## src/hdl/uepirq_pkg.sv

```systemverilog
// Behaviour
// - Any status change pulses the endpoint event strobe.
// - Status registers are 8-bit, writes ignored.
// - Zero written to clear bit clears status.
// - Unsupported endpoint bits read as invalid zero.
// - Bulk-in NAK on IN sets bits 7, 5.
// - Bulk-in FIFO toggle sets bits 6, 4.
// - First bulk-in FIFO write clears toggled flag.
// - Written data goes on the following IN token.
// - Interrupt-in host receipt sets bit 0.
// - First interrupt-in FIFO write clears bit 0.
// - Bulk-in pairs are endpoints 1, 3; interrupt 7.
// - Both bulk-out FIFOs full sets bits 7, 3.
// - Zero-length packet sets bits 6, 2.
// - Bulk-out NAK on OUT sets bits 5, 1.
// - Receive flag clears when CPU FIFO empties.
// - Request held while SIE FIFO holds data.
// - Mask bit one suppresses summary interrupt contribution.
package uepirq_pkg;

    localparam logic [31:0] UEPIRQ_IN_STATUS_ADDR = 32'h0020_0024;
    localparam logic [31:0] UEPIRQ_OUT_STATUS_ADDR = 32'h0020_0026;
    localparam logic [31:0] UEPIRQ_IN_CLEAR_ADDR = 32'h0020_0034;
    localparam logic [31:0] UEPIRQ_OUT_CLEAR_ADDR = 32'h0020_0036;
    localparam logic [31:0] UEPIRQ_IN_MASK_ADDR = 32'h0020_0032;
    localparam logic [31:0] UEPIRQ_OUT_MASK_ADDR = 32'h0020_0030;
    localparam logic [31:0] UEPIRQ_SUPPORT_ADDR = 32'h0020_0038;

    localparam logic [7:0] UEPIRQ_STATUS_RESET = 8'h00;
    localparam logic [7:0] UEPIRQ_MASK_RESET = 8'h00;
    localparam logic [7:0] UEPIRQ_IN_USED = 8'hf1;

    localparam int UEPIRQ_IN_NAK1 = 5;
    localparam int UEPIRQ_IN_DT1 = 4;
    localparam int UEPIRQ_IN_NAK2 = 7;
    localparam int UEPIRQ_IN_DT2 = 6;
    localparam int UEPIRQ_INT_DT = 0;
    localparam int UEPIRQ_OUT_GROUP = 4;
    localparam int UEPIRQ_OUT_DT = 0;
    localparam int UEPIRQ_OUT_NAK = 1;
    localparam int UEPIRQ_OUT_NL = 2;
    localparam int UEPIRQ_OUT_FL = 3;

    // Support bits: 0 ep1, 1 ep3, 2 ep7, 3 ep2, 4 ep4.
    localparam int UEPIRQ_SUP_EP1 = 0;
    localparam int UEPIRQ_SUP_EP3 = 1;
    localparam int UEPIRQ_SUP_EP7 = 2;
    localparam int UEPIRQ_SUP_EP2 = 3;
    localparam int UEPIRQ_SUP_EP4 = 4;

    typedef struct packed {
        logic [31:0] addr;
        logic [7:0] wdata;
        logic wr;
        logic rd;
    } uepirq_bus_t;

    // Events from one bulk-out endpoint's FIFO logic.
    typedef struct packed {
        logic both_full;
        logic null_set;
        logic nak;
        logic rx_toggle;
        logic cpu_empty;
        logic sie_has_data;
    } uepirq_out_ev_t;

endpackage

```

## src/hdl/uepirq_in_pair.sv

```systemverilog
`timescale 1ns/1ps
`default_nettype none
// One bulk-in endpoint: NAK flag and FIFO-toggled flag.
module uepirq_in_pair
    import uepirq_pkg::*;
(
    // Clock and reset
    input wire logic i_clock,
    input wire logic i_rst,
    // Events
    input wire logic i_nak_set,
    input wire logic i_toggle_set,
    input wire logic i_fifo_write,
    input wire logic i_clr_nak,
    input wire logic i_clr_dt,
    // Flags
    output logic o_nak,
    output logic o_dt
);
    logic nak_ff;
    logic dt_ff;
    logic nxt_nak;
    logic nxt_dt;

    // Sets win over any clear in the same cycle.
    always_comb begin
        nxt_nak = i_nak_set | (nak_ff & ~i_clr_nak);
        nxt_dt = i_toggle_set | (dt_ff & ~i_clr_dt & ~i_fifo_write);
    end

    always_ff @(posedge i_clock or posedge i_rst) begin
        if (i_rst) begin
            nak_ff <= 1'b0;
            dt_ff <= 1'b0;
        end else begin
            nak_ff <= nxt_nak;
            dt_ff <= nxt_dt;
        end
    end

    assign o_nak = nak_ff;
    assign o_dt = dt_ff;
endmodule // uepirq_in_pair
`default_nettype wire

```

## src/hdl/uepirq_out_group.sv

```systemverilog
`timescale 1ns/1ps
`default_nettype none
// One bulk-out endpoint: four flags and its request level.
module uepirq_out_group
    import uepirq_pkg::*;
(
    // Clock and reset
    input wire logic i_clock,
    input wire logic i_rst,
    // Events and clears
    input wire uepirq_out_ev_t i_ev,
    input wire logic [3:0] i_clr,
    // Flags
    output logic [3:0] o_flags,
    output logic o_rx_req
);
    logic [3:0] flags_ff;
    logic [3:0] nxt_flags;
    logic pend_null_ff;
    logic nxt_pend_null;

    always_comb begin
        nxt_flags = flags_ff & ~i_clr;
        nxt_pend_null = pend_null_ff;
        if (i_ev.rx_toggle) begin
            nxt_flags[UEPIRQ_OUT_FL] = 1'b0;
        end
        if (i_ev.both_full) begin
            nxt_flags[UEPIRQ_OUT_FL] = 1'b1;
        end
        if (i_ev.null_set && i_ev.cpu_empty) begin
            nxt_flags[UEPIRQ_OUT_NL] = 1'b1;
        end else if (i_ev.null_set) begin
            nxt_pend_null = 1'b1;
        end else if (pend_null_ff && i_ev.cpu_empty) begin
            nxt_flags[UEPIRQ_OUT_NL] = 1'b1;
            nxt_pend_null = 1'b0;
        end
        if (i_ev.nak) begin
            nxt_flags[UEPIRQ_OUT_NAK] = 1'b1;
        end
        if (i_ev.cpu_empty) begin
            nxt_flags[UEPIRQ_OUT_DT] = 1'b0;
        end
        if (i_ev.rx_toggle) begin
            nxt_flags[UEPIRQ_OUT_DT] = 1'b1;
        end
    end

    always_ff @(posedge i_clock or posedge i_rst) begin
        if (i_rst) begin
            flags_ff <= 4'h0;
            pend_null_ff <= 1'b0;
        end else begin
            flags_ff <= nxt_flags;
            pend_null_ff <= nxt_pend_null;
        end
    end

    assign o_flags = flags_ff;
    assign o_rx_req = flags_ff[UEPIRQ_OUT_DT] | i_ev.sie_has_data;
endmodule // uepirq_out_group
`default_nettype wire

```

## src/hdl/uepirq_top.sv

```systemverilog
// Implementation choice: the plain strobed port.
`timescale 1ns/1ps
`default_nettype none
// Endpoint interrupt status for bulk-in, interrupt-in and bulk-out endpoints.
module uepirq_top
    import uepirq_pkg::*;
(
    // Clock and reset
    input wire logic i_clock,
    input wire logic i_rst,
    // Register port
    input wire logic [31:0] i_addr,
    input wire logic [7:0] i_wdata,
    input wire logic i_wr,
    input wire logic i_rd,
    output logic [7:0] o_rdata,
    // Bulk-in and interrupt-in events, index 0 ep1, index 1 ep3
    input wire logic [1:0] i_bulk_in_nak,
    input wire logic [1:0] i_bulk_in_toggle,
    input wire logic [1:0] i_bulk_in_fifo_write,
    input wire logic i_int_in_sent,
    input wire logic i_int_in_fifo_write,
    // Bulk-out events, index 0 ep2, index 1 ep4
    input wire uepirq_out_ev_t [1:0] i_out_ev,
    // Current interface setting support per endpoint
    input wire logic [4:0] i_if_support,
    // Outputs
    output logic o_endpoint_event_strobe,
    output logic o_function_irq_primary,
    output logic o_function_irq_secondary,
    output logic [1:0] o_out_received
);
    logic [7:0] in_mask_ff;
    logic [7:0] out_mask_ff;
    logic [4:0] map_ff;
    logic int_dt_ff;
    logic [7:0] rdata_ff;
    logic strobe_ff;
    logic irq0_ff;
    logic irq1_ff;
    logic [1:0] rcv_ff;
    logic [7:0] in_prev_ff;
    logic [7:0] out_prev_ff;
    logic [7:0] nxt_in_mask;
    logic [7:0] nxt_out_mask;
    logic [4:0] nxt_map;
    logic nxt_int_dt;
    logic [7:0] nxt_rdata;
    logic [7:0] in_clr;
    logic [7:0] out_clr;
    logic [1:0] in_nak;
    logic [1:0] in_dt;
    logic [7:0] out_flags;
    logic [1:0] rx_req;
    logic [7:0] in_stat;
    logic [7:0] out_stat;
    logic [4:0] valid;

    always_comb begin
        in_clr = 8'h00;
        out_clr = 8'h00;
        if (i_wr && i_addr == UEPIRQ_IN_CLEAR_ADDR) begin
            in_clr = ~i_wdata;
        end else if (i_wr && i_addr == UEPIRQ_OUT_CLEAR_ADDR) begin
            out_clr = ~i_wdata;
        end
    end

    uepirq_in_pair u_in_ep1 (
        .i_clock(i_clock),
        .i_rst(i_rst),
        .i_nak_set(i_bulk_in_nak[0]),
        .i_toggle_set(i_bulk_in_toggle[0]),
        .i_fifo_write(i_bulk_in_fifo_write[0]),
        .i_clr_nak(in_clr[UEPIRQ_IN_NAK1]),
        .i_clr_dt(in_clr[UEPIRQ_IN_DT1]),
        .o_nak(in_nak[0]),
        .o_dt(in_dt[0])
    );
    uepirq_in_pair u_in_ep3 (
        .i_clock(i_clock),
        .i_rst(i_rst),
        .i_nak_set(i_bulk_in_nak[1]),
        .i_toggle_set(i_bulk_in_toggle[1]),
        .i_fifo_write(i_bulk_in_fifo_write[1]),
        .i_clr_nak(in_clr[UEPIRQ_IN_NAK2]),
        .i_clr_dt(in_clr[UEPIRQ_IN_DT2]),
        .o_nak(in_nak[1]),
        .o_dt(in_dt[1])
    );

    uepirq_out_group u_out_ep2 (
        .i_clock(i_clock),
        .i_rst(i_rst),
        .i_ev(i_out_ev[0]),
        .i_clr(out_clr[3:0]),
        .o_flags(out_flags[3:0]),
        .o_rx_req(rx_req[0])
    );
    uepirq_out_group u_out_ep4 (
        .i_clock(i_clock),
        .i_rst(i_rst),
        .i_ev(i_out_ev[1]),
        .i_clr(out_clr[7:4]),
        .o_flags(out_flags[7:4]),
        .o_rx_req(rx_req[1])
    );

    assign valid = map_ff & i_if_support;

    always_comb begin
        in_stat = 8'h00;
        in_stat[UEPIRQ_IN_NAK1] = in_nak[0] & valid[UEPIRQ_SUP_EP1];
        in_stat[UEPIRQ_IN_DT1] = in_dt[0] & valid[UEPIRQ_SUP_EP1];
        in_stat[UEPIRQ_IN_NAK2] = in_nak[1] & valid[UEPIRQ_SUP_EP3];
        in_stat[UEPIRQ_IN_DT2] = in_dt[1] & valid[UEPIRQ_SUP_EP3];
        in_stat[UEPIRQ_INT_DT] = int_dt_ff & valid[UEPIRQ_SUP_EP7];
        out_stat[3:0] = out_flags[3:0] & {4{valid[UEPIRQ_SUP_EP2]}};
        out_stat[7:4] = out_flags[7:4] & {4{valid[UEPIRQ_SUP_EP4]}};
    end

    always_comb begin
        nxt_int_dt = i_int_in_sent
            | (int_dt_ff & ~in_clr[UEPIRQ_INT_DT] & ~i_int_in_fifo_write);
        nxt_in_mask = in_mask_ff;
        nxt_out_mask = out_mask_ff;
        nxt_map = map_ff;
        if (i_wr && i_addr == UEPIRQ_IN_MASK_ADDR) begin
            nxt_in_mask = i_wdata & UEPIRQ_IN_USED;
        end else if (i_wr && i_addr == UEPIRQ_OUT_MASK_ADDR) begin
            nxt_out_mask = i_wdata;
        end else if (i_wr && i_addr == UEPIRQ_SUPPORT_ADDR) begin
            nxt_map = i_wdata[4:0];
        end
        nxt_rdata = 8'h00;
        if (i_rd) begin
            if (i_addr == UEPIRQ_IN_STATUS_ADDR) begin
                nxt_rdata = in_stat;
            end else if (i_addr == UEPIRQ_OUT_STATUS_ADDR) begin
                nxt_rdata = out_stat;
            end else if (i_addr == UEPIRQ_IN_MASK_ADDR) begin
                nxt_rdata = in_mask_ff;
            end else if (i_addr == UEPIRQ_OUT_MASK_ADDR) begin
                nxt_rdata = out_mask_ff;
            end else if (i_addr == UEPIRQ_SUPPORT_ADDR) begin
                nxt_rdata = {3'h0, map_ff};
            end
        end
    end

    always_ff @(posedge i_clock or posedge i_rst) begin
        if (i_rst) begin
            in_mask_ff <= UEPIRQ_MASK_RESET;
            out_mask_ff <= UEPIRQ_MASK_RESET;
            map_ff <= 5'h1f;
            int_dt_ff <= 1'b0;
            rdata_ff <= 8'h00;
            strobe_ff <= 1'b0;
            irq0_ff <= 1'b0;
            irq1_ff <= 1'b0;
            rcv_ff <= 2'h0;
            in_prev_ff <= UEPIRQ_STATUS_RESET;
            out_prev_ff <= UEPIRQ_STATUS_RESET;
        end else begin
            in_mask_ff <= nxt_in_mask;
            out_mask_ff <= nxt_out_mask;
            map_ff <= nxt_map;
            int_dt_ff <= nxt_int_dt;
            rdata_ff <= nxt_rdata;
            in_prev_ff <= in_stat;
            out_prev_ff <= out_stat;
            strobe_ff <= (in_stat != in_prev_ff) || (out_stat != out_prev_ff);
            irq0_ff <= |(in_stat & ~in_mask_ff)
                | |(out_stat & ~out_mask_ff & 8'hee);
            irq1_ff <= |(rx_req & ~{out_mask_ff[4], out_mask_ff[0]}
                & {valid[UEPIRQ_SUP_EP4], valid[UEPIRQ_SUP_EP2]});
            rcv_ff <= {out_stat[4], out_stat[0]};
        end
    end

    assign o_rdata = rdata_ff;
    assign o_endpoint_event_strobe = strobe_ff;
    assign o_function_irq_primary = irq0_ff;
    assign o_function_irq_secondary = irq1_ff;
    assign o_out_received = rcv_ff;
endmodule // uepirq_top
`default_nettype wire

```

## config.mk

```make
export PLATFORM = sky130hd
export DESIGN_NAME = uepirq_top
export DESIGN_NICKNAME = d
export VERILOG_FILES = /design/src/hdl/uepirq_pkg.sv /design/src/hdl/uepirq_in_pair.sv /design/src/hdl/uepirq_out_group.sv /design/src/hdl/uepirq_top.sv
export SDC_FILE = /design/constraint.sdc
export NUM_CORES = 1
export LEC_CHECK = 0
export BUFFER_PORTS_ARGS = -buffer_cell sky130_fd_sc_hd__buf_2
export CAP_MARGIN = 20
export CORE_MARGIN = 5
export CORE_UTILIZATION = 55
export CTS_CLUSTER_SIZE = 30
export DETAILED_ROUTE_END_ITERATION = 10
export PLACE_DENSITY = 0.9
export SETUP_SLACK_MARGIN = 0.4
export SLEW_MARGIN = 20
export SYNTH_ARGS = -nofsm -noshare
export SYNTH_HDL_FRONTEND = slang
export SYNTH_SLANG_ARGS = --single-unit
```

## constraint.sdc

```tcl
create_clock -name i_clock -period 4.5 [get_ports i_clock]
set_clock_uncertainty 0.1 [all_clocks]
set_input_delay 0 -clock i_clock [delete_from_list [all_inputs] [get_ports i_clock]]
set_output_delay 0 -clock i_clock [all_outputs]
set_load 0.02 [all_outputs]
```

==> metrics.txt, run 1 <==
crit path kind flop to flop; setup slack after placement 2743 ps; cell taking the most area after synthesis dfrtp_1; Inserted Clock Buffers 9; run status complete, no violations; Final setup viols 0; worst hold-check path type input port to flop; placed cells 409; share of the synthesized area in the top cell type 46.53%; count of state elements after synthesis 57; proportion of register bits with asynchronous set or reset after synthesis 100.0%; number of instances in the synthesized netlist 268; via count of the first global-routing pass roughly 2700; die width 81.31 µm; effective utilization at floorplan 55.82%; Core Box Area 5010 µm²; commonest non-fill, non-tap cell in the layout buf_2; Clock power frac between 40 and 50%; Data arrival, critical path 2220 ps; global placement routability congestion 0.9128; average routed wire per standard cell 17.58 µm; number of rows in the core area 26; global route overflow 0; switching power as a share of total power 22.48%; via density per instance 5.640; Final Max Tran Viols 0; clock tree from TritonCTS yes; Clock Sink Count 57; tightest slew margin relative to the limit between 50% and 60%; count of unresolved DRC violations after routing 0; Layout area overhead 40.13%; number of vias after detailed routing 2662; achievable clock frequency 477.0 MHz; post-route worst hold slack approximately 19 ps; number of iterations in the first detailed-routing pass 6; most instantiated flip-flop cell in the synthesis netlist dfrtp_1; clock network latency to the later pin of the worst-skew pair 350 ps; Critical Path Sink Type flop; diode count 0; number of distinct standard cells referenced by the synthesized netlist 46; post-route fraction of the period consumed by the critical path 46.59%; antenna violations before repair 0; total of buffers placed on input and output ports 81; mean area per synthesized cell 10.43 µm²; largest fanout on the critical path 5; RSZ-0062 raised after global routing false; Worst Slack Setup Final between 2000 and 2500 ps; Syn Nets 337; netlist area before placement 2796 µm²; die span in y 81.31 µm; Power Density 290.3 nW/µm²; top library cells by usage in the layout, fill and taps aside buf_2, dfrtp_1, dlygate4sd3_1; final net count 466; number of violations reported at the end of detailed-routing iteration 0 167; wire length after detailed routing between 8 and 9 mm; count of synthesis-stage warnings from yosys 0; combined global-route utilization of all metal layers 27.61%; Area contributors post-synth dfrtp_1, mux2_2, dfstp_2; cell internal power dissipation between 0.8 and 0.9 mW; pin count of the biggest net entering global routing 58; share of power burned in registers roughly 46%; CP required 4620 ps; H-Tree Depth 3; sequential element share of the synthesized area 51.23%; slew of the pin with the lowest slew margin about 690 ps; Clock Root Buffer clkbuf_8; crit-path cells a21oi_1 > dlygate4sd3_1 > a21oi_1 > dlygate4sd3_1; post-CTS setup buffer count 0; count of max-cap constraint violations 0; leakage power figure 1.930 nW; Comb pwr share 9.8%; Max clock buf depth 2; Sum Neg Setup Slack 0 ps; kind of start point of the critical path flop; number of endpoints with negative hold slack in the final report 0; first-pass GRT wire length 13.35 mm; remaining antenna violation count after routing 0; Critical Path Slowest Stage Cell dlygate4sd3_1; number of standard cells in the layout, taps in and fillers out 472; critical path's largest stage delay ~620 ps; time the worst path needs with I/O delays and setup around 2100 ps; Largest delay share family, worst path buffers and inverters; clock transition at the registers of the reported paths 60 ps; final design utilization 78.22%; Net Switching 0.2557 mW; share of layout cells above drive strength 1 31.84%; buffers and inverters on the worst path 2; number of I/O pins 82; HPWL Detailed 5.259 mm; EDFF count, synth 0; Filler cells 330; Die Outline Area 6611 µm²; Max rail drop VDD 0.2625 mV
==> worst register-to-register path, cell delays in order, from the launching register on <==
cell and delay (ps):
dfrtp_1 430, a21oi_1 170, dlygate4sd3_1 600, a21oi_1 70, dlygate4sd3_1 620
==> repair_timing <==
item | in CTS | in global routing
resized for setup | 0 | 0
setup endpoints to repair | 0 | 0
hold buffers | 47 | 0
endpoints found under the hold margin | 102 | 0
==> logic make-up (layout without fill, tap and decap cells) <==
group | count (synthesis) | after routing | synth area share [%]
muxes | 23 | 23 | 9.038
xor gates and xnor gates | 12 | 12 | 3.758
DFF | 57 | 57 | 51.23
and+or+nand+nor | 94 | 94 | 20.58
AOI/OAI and AO/OA | 50 | 50 | 10.56
buffers and inverters | 32 | 166 | 4.832
==> layer usage <==
layer  GRT usage, %  wire [µm]  vias up
met4          12.84        304        0
met3          7.206        724       31
li1               -          -     1212
met5              0          0        -
met2          47.31       4186      161
met1          32.09       3083     1258
==> final cells by class <==
type	count	area, µm²	area share (%)
inverters	21	78.83	2.011
clock inverters	2	35.03	0.8940
flip-flops and latches	57	1433	36.56
repair buffers	129	883.3	22.54
clock buffers	14	172.7	4.406
well taps	70	87.58	2.235
multi-input cells	179	1229	31.35
==> path summary, 6_finish.rpt <==
path | cells after the start | to | startpoint | slack, ps
max | 4 | u_out_ep4.o_flags[3]$_DFF_PP0_ | u_out_ep4.o_flags[3]$_DFF_PP0_ | 2400
max in group asynchronous | 4 | in_mask_ff[7]$_DFFE_PP0N_ | i_rst | 3550
min | 4 | o_rdata[0]$_DFF_PP0_ | i_addr[4] | 20
min in group asynchronous | 4 | o_endpoint_event_strobe$_DFF_PP0_ | i_rst | 290
max reg2reg | 4 | u_out_ep4.o_flags[3]$_DFF_PP0_ | u_out_ep4.o_flags[3]$_DFF_PP0_ | 2400
min reg2reg | 2 | o_endpoint_event_strobe$_DFF_PP0_ | out_prev_ff[2]$_DFF_PP0_ | 410
==> cell usage after synthesis (all sizes together), types with 2 or more instances <==
| cell | instances |
|---|---|
| dfrtp | 52 |
| a21oi | 26 |
| inv | 21 |
| mux2 | 18 |
| nor2 | 18 |
| nand2 | 14 |
| nand3 | 12 |
| nor3 | 9 |
| o22ai | 9 |
| nor3b | 8 |
| xnor2 | 7 |
| and2 | 6 |
| buf | 6 |
| nor4 | 6 |
| and3 | 5 |
| clkbuf | 5 |
| dfstp | 5 |
| mux2i | 5 |
| xor2 | 5 |
| nand4 | 4 |
| o21ai | 4 |
| o211ai | 3 |
| a31oi | 2 |
| nor4b | 2 |
| nor4bb | 2 |
==> per-stage QoR <==
stage,power (mW),cell area (µm²)
3_5_place_dp,0.6084,3241
2_1_floorplan,0.5625,2796
3_3_place_gp,0.6052,3241
4_1_cts,1.133,3919
6_report,1.138,3919
5_1_grt,1.180,3919
==> power groups by stage <==
stage	Clock [mW]	Combinational (mW)	Sequential, mW
floorplan	0	0.0312	0.531
global placement	0	0.0728	0.532
detailed placement	0	0.0755	0.533
CTS	0.501	0.108	0.524
global route	0.533	0.123	0.525
finish	0.502	0.112	0.524
==> registers in the layout, indices dropped and copies added (netlist names), 4 cells and up <==
| register | flops |
|---|---|
| o_rdata | 8 |
| out_mask_ff | 8 |
| out_prev_ff | 8 |
| in_mask_ff | 5 |
| in_prev_ff | 5 |
| map_ff | 5 |
| u_out_ep2.o_flags | 4 |
| u_out_ep4.o_flags | 4 |
Note: power is estimated with default switching activity, not from simulation.
==> run 2: changes to the inputs <==
Settings changed: ABC_AREA from default to 1, CORE_UTILIZATION 55 to 47, PLACE_DENSITY 0.9 to 0.82.
Clock period 4.5 ns to 1.9 ns, I/O delays scaled along.
==> run 2 against run 1 <==
Fmax up 37%. Synthesized cell count grew 35%. Hold slack gained 110 ps. Count of clock-buffer cells in the layout decreased by 2. Total power increased by 140%. Clock power grew 140%. Setup slack lost 2000 ps. Sequential share of layout area fell by 2.2 points. Die area grew 22%. Non-clock buffer count fell by 3. Utilization shrank 12 points. Critical path type unchanged. Largest cell class unchanged. Largest power group unchanged. Highest routed layer unchanged.
==> metrics.txt, run 2 <==
Clock Root Buffer clkbuf_8; post-route fraction of the period consumed by the critical path about four fifths; number of rows in the core area 29; die width 89.98 µm; count of synthesis-stage warnings from yosys 0; worst hold-check path type input port to flop; area of placed instances 3485 µm²; total of buffers placed on input and output ports 81; count of state elements after synthesis 57; antenna violations before repair 0; Area contributors post-synth dfrtp_1, nand2_1, inv_1; tightest slew margin relative to the limit roughly two thirds; via density per instance between 5 and 6; Power Density 648.6 nW/µm²; clock network latency to the later pin of the worst-skew pair about 340 ps; diode count 0; Data arrival, critical path 1660 ps; XOR/XNOR share of the synthesized area ~3.5%; pin count of the biggest net entering global routing 35; slew of the pin with the lowest slew margin 518.2 ps; mean area per synthesized cell 8.329 µm²; cell taking the most area after synthesis dfrtp_1; Clock Sink Count 57; count of max-cap constraint violations 0; effective utilization at floorplan 47.90%; RSZ-0062 raised after global routing true; largest fanout on the critical path 4; critical path's largest stage delay 560 ps; Max rail drop VDD 0.5661 mV; netlist area before placement 3007 µm²; commonest non-fill, non-tap cell in the layout buf_2; kind of start point of the critical path flop; Inserted Clock Buffers 9; Sum Neg Setup Slack 0 ps; via count of the first global-routing pass 3008; Largest delay share family, worst path flip-flops; top library cells by usage in the layout, fill and taps aside buf_2, nand2_1, inv_1; most numerous cell types in the synthesized netlist nand2_1, inv_1, dfrtp_1; run status complete, no violations; wire length after detailed routing just under 9 mm; dominant combinational cell family by area after synthesis simple AND/OR/NAND/NOR gates; most frequently used cell type in the post-synthesis netlist nand2_1; Critical Path Sink Type flop; number of distinct standard cells referenced by the synthesized netlist 38; proportion of register bits with asynchronous set or reset after synthesis 100.0%; Final setup viols 0; CP required 2030 ps; switching power as a share of total power a little under a quarter; Core Box Area approximately 6300 µm²; Net Switching around 0.63 mW; EDFF count, synth 0; number of I/O pins 82; Die Outline Area 8096 µm²; count of unresolved DRC violations after routing 0; number of endpoints with negative hold slack in the final report 0; Syn Nets between 400 and 500; crit-path cells nand2_4 > inv_4 > nand2_4 > xor2_2 > nand3_1 > nor4_1 > nand2_1; average routed wire per standard cell about 15 µm; Synth Area in Simple Gates 27.97%; Critical Path Slowest Stage Cell dfstp_2; final instance area ~4200 µm²; Register-to-Register Setup Slack 360 ps; Clock power frac 44.6%; Final Max Tran Viols 0; share of layout cells above drive strength 1 around 31%; die span in y around 90 µm; compound-gate portion of the synthesized area 11.44%; Layout area overhead 38.83%; Comb pwr share 9.7%; leakage power figure roughly 2.2 nW; global route overflow 0; cell internal power dissipation a little over 2 mW; portion of netlist area occupied by mux cells 0%; final net count 562; sequential element share of the synthesized area 47.65%; number of vias after detailed routing 2877; Max clock buf depth 2; H-Tree Depth 3; clock transition at the registers of the reported paths 70 ps; number of iterations in the first detailed-routing pass 6; HPWL Detailed 6.033 mm; share of power burned in registers 45.8%; achievable clock frequency 651.3 MHz; adder-cell share of the synthesized area 0%; buffers and inverters on the worst path 1; Worst Slack Setup Final 364.6 ps; time the worst path needs with I/O delays and setup 1535 ps; clock tree from TritonCTS yes; combined global-route utilization of all metal layers roughly 22%; number of instances in the synthesized netlist between 300 and 400; share of the synthesized area in the top cell type 43.28%; most instantiated flip-flop cell in the synthesis netlist dfrtp_1; crit path kind flop to flop; first-pass GRT wire length roughly 15 mm; most frequent CP cell nand2_4; global placement routability congestion about 0.93; setup slack after placement 255.5 ps; remaining antenna violation count after routing 0; number of violations reported at the end of detailed-routing iteration 0 161
-- run 2: cell types whose count changed in the layout (fill, tap and decap cells not counted), moves of 9 or more --
cell / previous run / this run
dlygate4sd3_1: 47 / 38
inv_1: 19 / 54
a21oi_1: 26 / 7
nand3_1: 10 / 29
o21ai_1: 0 / 9
o21ai_2: 0 / 9
mux2_2: 17 / 0
o21ai_0: 4 / 24
nor2_1: 17 / 38
nand2_1: 14 / 64
-- run 2: cell type report --
| type | instances | area (µm²) |
|---|---|---|
| inverters | 58 | 220.2 |
| clock inverters | 4 | 50.05 |
| multi-input cells | 241 | 1359 |
| fillers | 509 | 2103 |
| repair buffers | 126 | 850.8 |
| clock buffers | 12 | 165.2 |
| flip-flops and latches | 57 | 1433 |
| well taps | 77 | 96.34 |
-- run 2: routing by layer --
metal | track usage, % | vias up | routed length (µm)
li1 | - | 1417 | -
met1 | 27.09 | 1350 | 3585
met2 | 37.74 | 92 | 4466
met3 | 5.259 | 18 | 475
met4 | 9.926 | 0 | 242
met5 | 0 | - | 0
-- run 2: tightest hold or removal path, cell delays in order --
cell     delay [ps]
buf_2           110
nand3_1         100
nor2_1           70
nand2_2         160
a21oi_1          90
-- run 2: repair_timing --
action / CTS / global route
hold buffers: 38 / 0
pin swaps: 6 / 1
setup endpoints to repair: 3 / 3
setup buffers: 3 / 0
gates resized for setup: 17 / 4
hold endpoints to repair: 85 / 0
-- run 2: worst paths after layout --
check | start | to | depth (start not counted)
max | map_ff[3]$_DFFE_PP1P_ | o_endpoint_event_strobe$_DFF_PP0_ | 7
min | i_addr[2] | o_rdata[5]$_DFF_PP0_ | 5
max reg2reg | map_ff[3]$_DFFE_PP1P_ | o_endpoint_event_strobe$_DFF_PP0_ | 7
min reg2reg | out_mask_ff[1]$_DFFE_PP0P_ | out_mask_ff[1]$_DFFE_PP0P_ | 2
max in group asynchronous | i_rst | map_ff[0]$_DFFE_PP1P_ | 4
min in group asynchronous | i_rst | o_rdata[5]$_DFF_PP0_ | 3
-- run 2: logic make-up (layout without fill, tap and decap cells) --
family,count (synthesis),count (layout)
compound gates,57,57
xor+xnor,12,12
buf+inv,63,200
flops,57,57
simple gates,172,172
-- run 2: stage by stage --
step	power [mW]	util [%]	hold slack, ps	instances
2_1_floorplan	1.340	-	-1.575	361
3_3_place_gp	1.443	55.51	-46.50	518
3_5_place_dp	1.448	55.51	-36.85	518
4_1_cts	2.710	66.25	109.4	575
5_1_grt	2.799	66.49	174.6	575
6_report	2.707	66.49	126.6	575
-- run 2: power groups by stage --
| stage | clock [mW] | combinational [mW] | sequential (mW) |
|---|---|---|---|
| floorplan | 0 | 0.0827 | 1.26 |
| global placement | 0 | 0.184 | 1.26 |
| detailed placement | 0 | 0.188 | 1.26 |
| CTS | 1.22 | 0.255 | 1.24 |
| global route | 1.27 | 0.293 | 1.24 |
| finish | 1.21 | 0.261 | 1.24 |
==> run 3: changes to the inputs <==
Settings changed: ABC_AREA 1 to 0.
Clock period 1.9 ns to 1.35 ns, I/O delays scaled along.
==> run 3 against run 2 <==
The run now ends with negative hold slack, negative setup slack left. Utilization up 15 points. Non-clock buffer count grew 42. Total power up 35%. Sequential power grew 41%. Sequential share of layout area is 4.3 points lower. Clock power grew 20%. Die area fell by 6.2%. Hold slack lost 260 ps. Count of clock-buffer cells in the layout is 2 higher. Largest cell class is now multi-input combinational cells.
==> metrics.txt, run 3 (synthesis gave the netlist of run 1 again) <==
run status finished with violations; violated checks negative hold slack, negative setup slack; CP required 1460 ps; switching power as a share of total power between 20% and 30%; Max clock buf depth 2; Layout area overhead 70.96%; placed cells 455; number of standard cells in the layout, taps in and fillers out roughly 520; diode count 0; count of max-cap constraint violations 0; largest fanout on the critical path 4; critical path's largest stage delay 580 ps; count of unresolved DRC violations after routing 0; H-Tree Depth 3; Inserted Clock Buffers 9; worst hold-check path type input port to flop; number of I/O pins 82; Final setup viols 10; clock transition at the registers of the reported paths 70 ps; Worst Slack Setup Final -207.7 ps; Comb pwr share 12.1%; die width 87.14 µm; number of endpoints with negative hold slack in the final report 6; wire length on met2 5.489 mm; most frequent CP cell nand4_1; RSZ-0062 raised after global routing true; die span in y 87.14 µm; Data arrival, critical path 1670 ps; tightest slew margin relative to the limit 67.63%; number of rows in the core area 28; commonest non-fill, non-tap cell in the layout buf_2; achievable clock frequency 642.0 MHz; crit-path cells nand3_2 > inv_2 > xnor2_1 > nand4_1 > nor3_2 > nand4_1; total length of routed met3 wires roughly 930 µm; Largest delay share family, worst path flip-flops; clock tree from TritonCTS yes; crit path kind flop to flop; leakage power figure 2.232 nW; top library cells by usage in the layout, fill and taps aside buf_2, dfrtp_1, buf_4; average routed wire per standard cell 21.35 µm; slew of the pin with the lowest slew margin around 480 ps; buffers and inverters on the worst path 1; wire length after detailed routing 11.06 mm; via count of the first global-routing pass between 3000 and 4000; kind of start point of the critical path flop; HPWL Detailed 6.217 mm; share of power burned in registers 48.1%; Die Outline Area ~7600 µm²; effective utilization at floorplan between 40% and 50%; combined global-route utilization of all metal layers between 20 and 30%; post-route fraction of the period consumed by the critical path 115.4%; Net Switching approximately 0.92 mW; Clock Root Buffer clkbuf_8; Routed met1 length 4.067 mm; antenna violations before repair 0; pin count of the biggest net entering global routing 26; Core Box Area 5851 µm²; Max rail drop VDD 0.6466 mV; Power Density ~760 nW/µm²; remaining antenna violation count after routing 0; post-route worst hold slack -129.3 ps; clock network latency to the later pin of the worst-skew pair 340 ps; Critical Path Sink Type flop; Critical Path Slowest Stage Cell dfstp_2; area of placed instances roughly 3700 µm²; total area of sequential cells 1434 µm²; start point of the critical path map_ff[0]$_DFFE_PP1P_; cell internal power dissipation 2.723 mW; global route overflow 0; startpoint of the most critical register-to-register path map_ff[0]$_DFFE_PP1P_; global placement routability congestion 0.9249; via density per instance between 5 and 6; first-pass GRT wire length ~16 mm; area occupied by multi-input gates 1639 µm²; Max Used Layer met4; number of vias after detailed routing 3009; worst hold start i_if_support[1]; Filler cells 296; share of layout cells above drive strength 1 between 50% and 60%; total of buffers placed on input and output ports 81; Final Max Tran Viols 0; final instance area 4781 µm²; number of violations reported at the end of detailed-routing iteration 0 288; final design utilization 81.72%; Clock power frac 39.8%; number of iterations in the first detailed-routing pass 6; time the worst path needs with I/O delays and setup 1558 ps; final net count 507; Clock Sink Count 57
-- run 3: final timing paths --
| check | depth (start not counted) | to | slack, ps |
|---|---|---|---|
| min in group asynchronous | 3 | in_mask_ff[0]$_DFFE_PP0N_ | 120 |
| worst min register to register | 2 | u_out_ep4.pend_null_ff$_DFFE_PP0P_ | 400 |
| worst max-delay path | 6 | o_endpoint_event_strobe$_DFF_PP0_ | -210 |
| worst min-delay path | 3 | in_prev_ff[7]$_DFF_PP0_ | -130 |
| worst max register to register | 6 | o_endpoint_event_strobe$_DFF_PP0_ | -210 |
| max in group asynchronous | 4 | u_out_ep4.o_flags[0]$_DFF_PP0_ | 580 |
-- run 3: per-layer routing --
layer | GRT usage [%] | vias up
li1 | - | 1298
met1 | 34.03 | 1458
met2 | 46.31 | 193
met3 | 6.528 | 60
met4 | 13.53 | 0
met5 | 0 | -
-- run 3: power by group through the flow --
stage / sequential, mW / clock (mW) / combinational (mW)
after floorplan: 1.77 / 0 / 0.120
after global placement: 1.78 / 0 / 0.309
after detailed placement: 1.78 / 0 / 0.322
after CTS: 1.75 / 1.42 / 0.413
after global routing: 1.75 / 1.55 / 0.475
final: 1.75 / 1.45 / 0.441
-- run 3: layout make-up --
type	instances	area share [%]
timing repair inverter	1	0.1047
timing repair buffer	168	28.21
clock buffer	14	3.402
tap	75	1.963
sequential	57	29.99
multi-input combinational	180	34.28
clock inverter	2	0.2617
inverter	21	1.780
-- run 3: what timing repair did --
action | in CTS | in global routing
setup buffers | 6 | 9
hold buffers | 29 | 1
gates cloned | 1 | 1
hold endpoints to repair | 101 | 8
gates resized for setup | 77 | 42
endpoints found under the setup margin | 58 | 85
pin swaps | 21 | 10
-- run 3: per-stage QoR --
step / power (mW) / TNS (ps) / hold WS, ps / worst slack, ps
after detailed placement: 2.099 / -8003 / -46.52 / -260.3
after floorplan: 1.892 / -389.9 / -15.01 / -117.9
after global placement: 2.086 / -6249 / -48.12 / -215.3
after global routing: 3.775 / -1825 / -140.2 / -277.7
after CTS: 3.581 / -439.5 / -127.9 / -115.4
final: 3.646 / -1294 / -129.3 / -207.7
-- run 3: worst min-delay path: cells and delay by family --
kind | cells | cell delay [ps]
buffers and inverters | 2 | 170
AND/OR/NAND/NOR | 1 | 100
